<file path="config.mk">
export PLATFORM = sky130hd
export DESIGN_NAME = port_led_status_encoder
export DESIGN_NICKNAME = d
export VERILOG_FILES = /design/src/led_status_pkg.sv /design/src/blink_divider.sv /design/src/port_led_status_encoder.sv
export VERILOG_INCLUDE_DIRS = /design/src
export SDC_FILE = /design/constraint.sdc
export NUM_CORES = 1
export LEC_CHECK = 0
export BUFFER_PORTS_ARGS = -buffer_cell sky130_fd_sc_hd__clkbuf_2
export CORE_MARGIN = 4
export CORE_UTILIZATION = 35
export DETAILED_ROUTE_END_ITERATION = 16
export SETUP_SLACK_MARGIN = 0.05
export SYNTH_ARGS = -nofsm -noshare
export SYNTH_HDL_FRONTEND = slang
export SYNTH_HIERARCHICAL = 1
export SYNTH_SLANG_ARGS = --single-unit
</file>
<file path="constraint.sdc">
create_clock -name clock -period 2.5 [get_ports clock]
set_input_delay 0.5 -clock clock [delete_from_list [all_inputs] [get_ports clock]]
set_output_delay 0.5 -clock clock [all_outputs]
set_load 0.02 [all_outputs]
</file>
<file path="src/led_status_cfg.svh">
`ifndef LED_STATUS_CFG_SVH
`define LED_STATUS_CFG_SVH

`define CLOCK_HZ          25000000
`define SLOW_BLINK_MS     2000
`define FAST_BLINK_MS     500
`define READY_DELAY_MS    120000
`define SLOW_BLINK_CYCLES ((`CLOCK_HZ / 1000) * `SLOW_BLINK_MS)
`define FAST_BLINK_CYCLES ((`CLOCK_HZ / 1000) * `FAST_BLINK_MS)
// 25 MHz times 120 s; written out because the product overflows signed 32-bit math
`define READY_CYCLES      32'hB2D0_5E00
`define FLICKER_CYCLES    32'h0008_0000
`define NUM_PORTS         8
`define MODULE_PORT       7

`endif

</file>
<file path="src/led_status_pkg.sv">
`include "led_status_cfg.svh"

package led_status_pkg;

    // port condition flags from the port logic
    typedef struct packed {
        logic carrier;
        logic online;
        logic disabled;
        logic fault;
        logic segmented;
        logic loopback;
        logic traffic;
        logic bypassed;
    } port_state_t;

    // two-colour drive for one port
    typedef struct packed {
        logic green;
        logic yellow;
    } led_drive_t;

    typedef enum logic [3:0] {
        PAT_DARK      = 4'h0,
        PAT_YEL_STEADY = 4'h1,
        PAT_YEL_SLOW  = 4'h2,
        PAT_YEL_FAST  = 4'h3,
        PAT_GRN_STEADY = 4'h4,
        PAT_GRN_SLOW  = 4'h5,
        PAT_GRN_FAST  = 4'h6,
        PAT_GRN_FLICK = 4'h7,
        PAT_BOTH      = 4'h8
    } pattern_t;

    typedef enum logic [1:0] {
        POST_RUNNING = 2'h0,
        POST_PASSED  = 2'h1,
        POST_FAILED  = 2'h2
    } post_state_t;

endpackage

</file>
<file path="src/blink_divider.sv">
// free-running divider: toggles a phase output every half_cycles clocks
module blink_divider #(
    parameter int unsigned HALF_CYCLES = 1000
) (
    input  wire logic clock,   // system clock
    input  wire logic rst,     // synchronous reset
    output logic      phase    // square wave, registered
);
    // elaboration-time refusal of a divider too short to count
    if (HALF_CYCLES < 2) begin : g_bad_half
        $error("blink_divider needs at least two cycles");
    end

    localparam int W = $clog2(HALF_CYCLES);
    logic [W-1:0] count_r;
    logic         wrap;

    assign wrap = (count_r == W'(HALF_CYCLES - 1));

    // count then flip the phase
    always_ff @(posedge clock) begin
        if (rst) begin
            count_r <= '0;
            phase   <= 1'b0;
        end else if (wrap) begin
            count_r <= '0;
            phase   <= ~phase;
        end else begin
            count_r <= count_r + W'(1);
        end
    end
endmodule // blink_divider

</file>
<file path="src/port_led_status_encoder.sv">
// Summary of operation
// [RULE1] no carrier keeps the port dark
// [RULE2] carrier but not online: steady yellow
// [RULE3] disabled port: slow yellow blink
// [RULE4] fault on port: fast yellow blink
// [RULE5] online without traffic: steady green
// [RULE6] segmented slow green, loopback fast green
// [RULE7] online with frames: green flicker
// [RULE8] bypassed port lights both colours
// [RULE9] slow blink interval two seconds
// [RULE10] fast blink interval half second
// [RULE11] module port dark without transceiver
// [RULE12] port failing self-test shows yellow
// [RULE13] blinking becomes steady after self-test
// [RULE14] ready lamp after passing self-test, delay
// [RULE15] fixed priority among simultaneous conditions
`include "led_status_cfg.svh"

module port_led_status_encoder
    import led_status_pkg::*;
#(
    parameter int unsigned NPORTS      = `NUM_PORTS,
    parameter int unsigned SLOW_CYCLES = `SLOW_BLINK_CYCLES,
    parameter int unsigned FAST_CYCLES = `FAST_BLINK_CYCLES,
    parameter int unsigned FLICK_CYCLES = `FLICKER_CYCLES,
    parameter int unsigned READY_WAIT  = `READY_CYCLES
) (
    input  wire logic                     clock,          // 25 MHz system clock
    input  wire logic                     rst,            // synchronous, active high
    input  wire port_state_t [NPORTS-1:0] port_state,     // per-port condition flags
    input  wire logic                     module_present, // transceiver fitted in port 7
    input  wire logic                     post_done,      // self-test sequence finished
    input  wire logic                     board_pass,     // board tests all passed
    input  wire logic [NPORTS-1:0]        post_fail,      // per-port self-test failure
    output led_drive_t [NPORTS-1:0]       led,            // registered lamp drive
    output logic                          ready_led       // registered ready lamp
);
    // elaboration-time refusal of parameters the logic cannot serve
    if (NPORTS <= `MODULE_PORT) begin : g_bad_ports
        $error("port count must include the module port");
    end
    if (FAST_CYCLES >= SLOW_CYCLES) begin : g_bad_blink
        $error("fast blink must be faster than slow");
    end

    logic slow_ph;
    logic fast_ph;
    logic flick_ph;

    // slow blink toggles once each interval
    blink_divider #(.HALF_CYCLES(SLOW_CYCLES)) u_slow (   // [RULE9]
        .clock (clock),
        .rst   (rst),
        .phase (slow_ph)
    );

    // fast blink toggles once each interval
    blink_divider #(.HALF_CYCLES(FAST_CYCLES)) u_fast (   // [RULE10]
        .clock (clock),
        .rst   (rst),
        .phase (fast_ph)
    );

    // flicker is much faster than blinking, so traffic reads as activity
    blink_divider #(.HALF_CYCLES(FLICK_CYCLES)) u_flick (
        .clock (clock),
        .rst   (rst),
        .phase (flick_ph)
    );

    // pins from outside: three stages, change taken when last two agree
    logic [2:0] pres_s_r;
    logic       pres_r;
    logic [2:0] done_s_r;
    logic       done_r;
    logic [2:0] pass_s_r;
    logic       pass_r;

    always_ff @(posedge clock) begin
        if (rst) begin
            pres_s_r <= 3'h0;
            done_s_r <= 3'h0;
            pass_s_r <= 3'h0;
        end else begin
            pres_s_r <= {pres_s_r[1:0], module_present};
            done_s_r <= {done_s_r[1:0], post_done};
            pass_s_r <= {pass_s_r[1:0], board_pass};
        end
    end

    // filtered levels update only when stages two and three agree
    always_ff @(posedge clock) begin
        if (rst) begin
            pres_r <= 1'b0;
            done_r <= 1'b0;
            pass_r <= 1'b0;
        end else begin
            if (pres_s_r[1] == pres_s_r[2]) pres_r <= pres_s_r[2];
            if (done_s_r[1] == done_s_r[2]) done_r <= done_s_r[2];
            if (pass_s_r[1] == pass_s_r[2]) pass_r <= pass_s_r[2];
        end
    end

    // ready delay counter from start-up; saturates at the wait
    localparam int RW = $clog2(READY_WAIT + 1);
    logic [RW-1:0] up_cnt_r;
    logic          waited;
    logic          ready_nxt;

    assign waited    = (up_cnt_r == RW'(READY_WAIT));
    assign ready_nxt = waited & done_r & pass_r;              // [RULE14]

    always_ff @(posedge clock) begin
        if (rst) up_cnt_r <= '0;
        else if (!waited) up_cnt_r <= up_cnt_r + RW'(1);
    end

    always_ff @(posedge clock) begin
        if (rst) ready_led <= 1'b0;
        else ready_led <= ready_nxt;
    end

    // per-port pattern selection and lamp drive
    genvar p;
    generate
        for (p = 0; p < NPORTS; p++) begin : g_port
            port_state_t s;
            pattern_t    pat;
            logic        absent;
            logic        steady;
            logic        blink_slow;
            logic        blink_fast;
            led_drive_t  drv;

            assign s      = port_state[p];
            // only the module port can lack its transceiver
            assign absent = (p == `MODULE_PORT) && !pres_r;          // [RULE11]
            // while self-test runs, blinks are shown; afterwards they freeze lit
            assign steady     = done_r;                              // [RULE13]
            assign blink_slow = steady | slow_ph;
            assign blink_fast = steady | fast_ph;

            // fixed priority, highest first
            assign pat =
                absent                   ? PAT_DARK       :          // [RULE11]
                post_fail[p]             ? PAT_YEL_STEADY :          // [RULE12]
                s.fault                  ? PAT_YEL_FAST   :          // [RULE4] [RULE15]
                s.disabled               ? PAT_YEL_SLOW   :          // [RULE3]
                s.bypassed               ? PAT_BOTH       :          // [RULE8]
                s.loopback               ? PAT_GRN_FAST   :          // [RULE6]
                (s.online && s.segmented) ? PAT_GRN_SLOW  :          // [RULE6]
                (s.online && s.traffic)  ? PAT_GRN_FLICK  :          // [RULE7]
                s.online                 ? PAT_GRN_STEADY :          // [RULE5]
                s.carrier                ? PAT_YEL_STEADY :          // [RULE2]
                                           PAT_DARK;                 // [RULE1]

            // pattern to colours
            always_comb begin
                drv = '{green: 1'b0, yellow: 1'b0};
                case (pat)
                    PAT_DARK:       drv = '{green: 1'b0, yellow: 1'b0};
                    PAT_YEL_STEADY: drv.yellow = 1'b1;
                    PAT_YEL_SLOW:   drv.yellow = blink_slow;
                    PAT_YEL_FAST:   drv.yellow = blink_fast;
                    PAT_GRN_STEADY: drv.green = 1'b1;
                    PAT_GRN_SLOW:   drv.green = blink_slow;
                    PAT_GRN_FAST:   drv.green = blink_fast;
                    PAT_GRN_FLICK:  drv.green = flick_ph;            // [RULE7]
                    PAT_BOTH:       drv = '{green: 1'b1, yellow: 1'b1};
                    default:        drv = '{green: 1'b0, yellow: 1'b0};
                endcase
            end

            // registered lamp outputs
            always_ff @(posedge clock) begin
                if (rst) led[p] <= '{green: 1'b0, yellow: 1'b0};
                else led[p] <= drv;
            end
        end
    endgenerate
endmodule // port_led_status_encoder

</file>
==> flow_summary.toml <==
[clocking]
cts.htree.levels = 4
cts_buffer_depth = 2
cts_resized = 0
clock_sinks = 133
clock_latency_ps = 410
clock-root-buffer = "clkbuf_16"
cts_buffers = 17
cts_tree = "done"
cts_hold_buffers = 0
clk_pin_slew_ps = 60
cts_setup_buffers = 0

[yosys]
synth_area_um2 = 6770
synth_seq_cells = 133
synth_ff_type = "dfxtp_1"
synthesis.nets = 875
yosys_warnings = 6
yosysUniqueCellTypes = 69
synth_enable_flop_cells = 0
netlist_instances = 793
async_reset_ff_frac = 0
ys_seq_area_frac = 0.393
synth.avg_cell_area_um2 = 8.53

[critical_path]
critPathRequiredTime_ps = 2850
critPathArrivalTime_ps = 2580
crit_slowest_cell = "or4_1"
rrSetupSlack_ps = 270
worst-path-max-fanout = 9
slowest_delay_ps = 680
crit_path_end_kind = "register"
worst_path_most_repeated_cell = "or4_1"
r2r_start = "u_slow/count_r[0]$_SDFF_PP0_"
critPathLaunchType = "register"
path_cells = "ha_1, nand4_1, or4_1, or4_1, a21oi_1"
setup.worst_path.start = "u_slow/count_r[0]$_SDFF_PP0_"
crit_type = "register to register"

[floorplanning]
die_area_um2 = 21600
fp.dieH_um = 147
core_um2 = 18800
start_util = 0.359
dieWidth_um = 147
placementRows = 50
io_pins = 94

[timing]
hold_viol = 0
max_freq_ghz = 0.449
slew_violations = 0
rsz0062_at_grt = "false"
maxSlewHeadroom = 0.412
fin_skew_ps = 6.74
holdWs_ps = 312
fin_tns_setup_ps = 0
tightest_slew_ps = 860
finalSetupViolCount = 0
period_needed_ps = 2230
period_share = 0.891

[worst_hold_path]
hold_path.startpoint = "board_pass"
hold_class = "input port to register"

[layout]
final_common_cell = "dfxtp_1"
drive_gt1_frac = 0.187
layout_common_cells = "133 x dfxtp_1, 114 x nor2_1, 92 x clkbuf_2"
nets = 971
syn2layout_area_growth_pct = 20.5
antennaDiodeCount = 0

[global_route]
overflow = 0
grt_max_degree = 49
grt_pass1_wl_um = 25200
antenna_found_initial = 0
grt_pass1_vias = 5555
grtUsageTotal = 0.138

[drt]
wirelength_um = 14800
drc = 0
vias_per_cell = 5.12
wl_per_cell_um = 12.7
drt_first_pass_iters = 4
drt_iter0_markers = 338
drtAntennaViolNets = 0
vias = 5946

[placed_design]
dpl.hpwl_um = 10700
port_buffers = 93
finalWeightedCongestion = 0.803

[outcome]
status = "completed"

[pwr]
vdd_ir_drop_max_mv = 0.472
powerDensity_nw_per_um2 = 639
p_leak_nw = 2.95

[run]
max-cap-violations = 0
-- synthesized netlist by cell type (4+ instances only) --
cell | number | area, um^2
dfxtp_1 | 133 | 2660
clkbuf_1 | 12 | 45.0
and3_1 | 6 | 37.5
o41ai_1 | 5 | 43.8
nor2b_1 | 17 | 106
mux2i_1 | 7 | 70.1
or2_2 | 8 | 50.1
nand2b_1 | 9 | 56.3
nor3b_1 | 8 | 60.1
and4_1 | 9 | 78.8
o31ai_1 | 15 | 113
nor3_1 | 29 | 145
a31oi_1 | 6 | 37.5
nor4_4 | 4 | 85.1
xor2_1 | 26 | 228
inv_1 | 27 | 101
nor2_1 | 114 | 428
nor4_1 | 19 | 119
xnor2_1 | 39 | 342
o22ai_1 | 4 | 25.0
or3_1 | 20 | 125
and2_1 | 5 | 31.3
ha_1 | 5 | 62.6
o21ai_0 | 29 | 145
buf_2 | 5 | 25.0
nand4_1 | 25 | 156
or4_1 | 16 | 120
nor4bb_1 | 6 | 60.1
nand2_1 | 42 | 158
a21oi_1 | 37 | 185
nand3_1 | 34 | 170
-- state kept, by name, indices dropped and copies added (netlist names) --
signal,cells
pass_r,1
done_r,1
u_slow/count_r,26
u_flick/count_r,19
pres_r,1
u_fast/phase,1
ready_led,1
u_fast/count_r,24
led,16
up_cnt_r,32
u_flick/phase,1
u_slow/phase,1
pass_s_r,3
done_s_r,3
pres_s_r,3
-- power by group --
group          switching [mW]  internal [mW]  total (mW)
Combinational           0.184          0.142       0.326
Sequential             0.0273           2.16        2.18
Clock                   0.920           1.78        2.70
-- logic make-up after synthesis --
logic type | count (synthesis) | synth area share
AO/OA/AOI/OAI | 127 | 0.122
XOR/XNOR | 65 | 0.0841
adder cells (fa/ha/maj) | 5 | 0.00924
buffers and inverters | 50 | 0.0331
flip-flops | 133 | 0.393
multiplexers | 9 | 0.0137
AND/OR/NAND/NOR | 404 | 0.345
-- area by class of cell --
cell class                      count  area, um^2
Clock inverter                     11         173
Tap cell                          260         325
Multi-Input combinational cell    610        3880
Clock buffer                       21         480
Inverter                           27         101
Timing Repair Buffer              100         531
Sequential cell                   133        2660
Fill cell                        1886       10700
-- through the flow --
step                cell area [um^2]  utilization  setup slack, ps  cells  power, mW
floorplan                       6770            -              536    793       2.41
global placement                7500        0.398              380   1130       2.55
detailed placement              7500        0.398              291   1130       2.56
CTS                             8150        0.433              260   1162       5.29
global route                    8150        0.433              118   1162       5.42
finish                          8150        0.433              273   1162       5.21
-- worst paths after layout --
check	to	cells past startpoint
setup / recovery	u_slow/count_r[24]$_SDFF_PP0_	5
hold reg to reg	pres_s_r[1]$_SDFF_PP0_	1
setup reg to reg	u_slow/count_r[24]$_SDFF_PP0_	5
hold / removal	pass_s_r[0]$_SDFF_PP0_	2
-- worst max-delay path, delay by kind of cell (launching register included) --
| kind | cells | cell delay, ps |
|---|---|---|
| and+or+nand+nor | 3 | 1340 |
| DFF | 1 | 390 |
| adders and majority gates | 1 | 280 |
| AOI/OAI and AO/OA | 1 | 150 |
-- metal layers --
layer / vias up / routed length (um) / global-route usage
li1: 3098 / - / -
met1: 2761 / 7260 / 0.176
met2: 70 / 6780 / 0.228
met3: 17 / 485 / 0.0299
met4: 0 / 224 / 0.0513
met5: - / 0 / 0
Power figures use the tool's default switching activity.
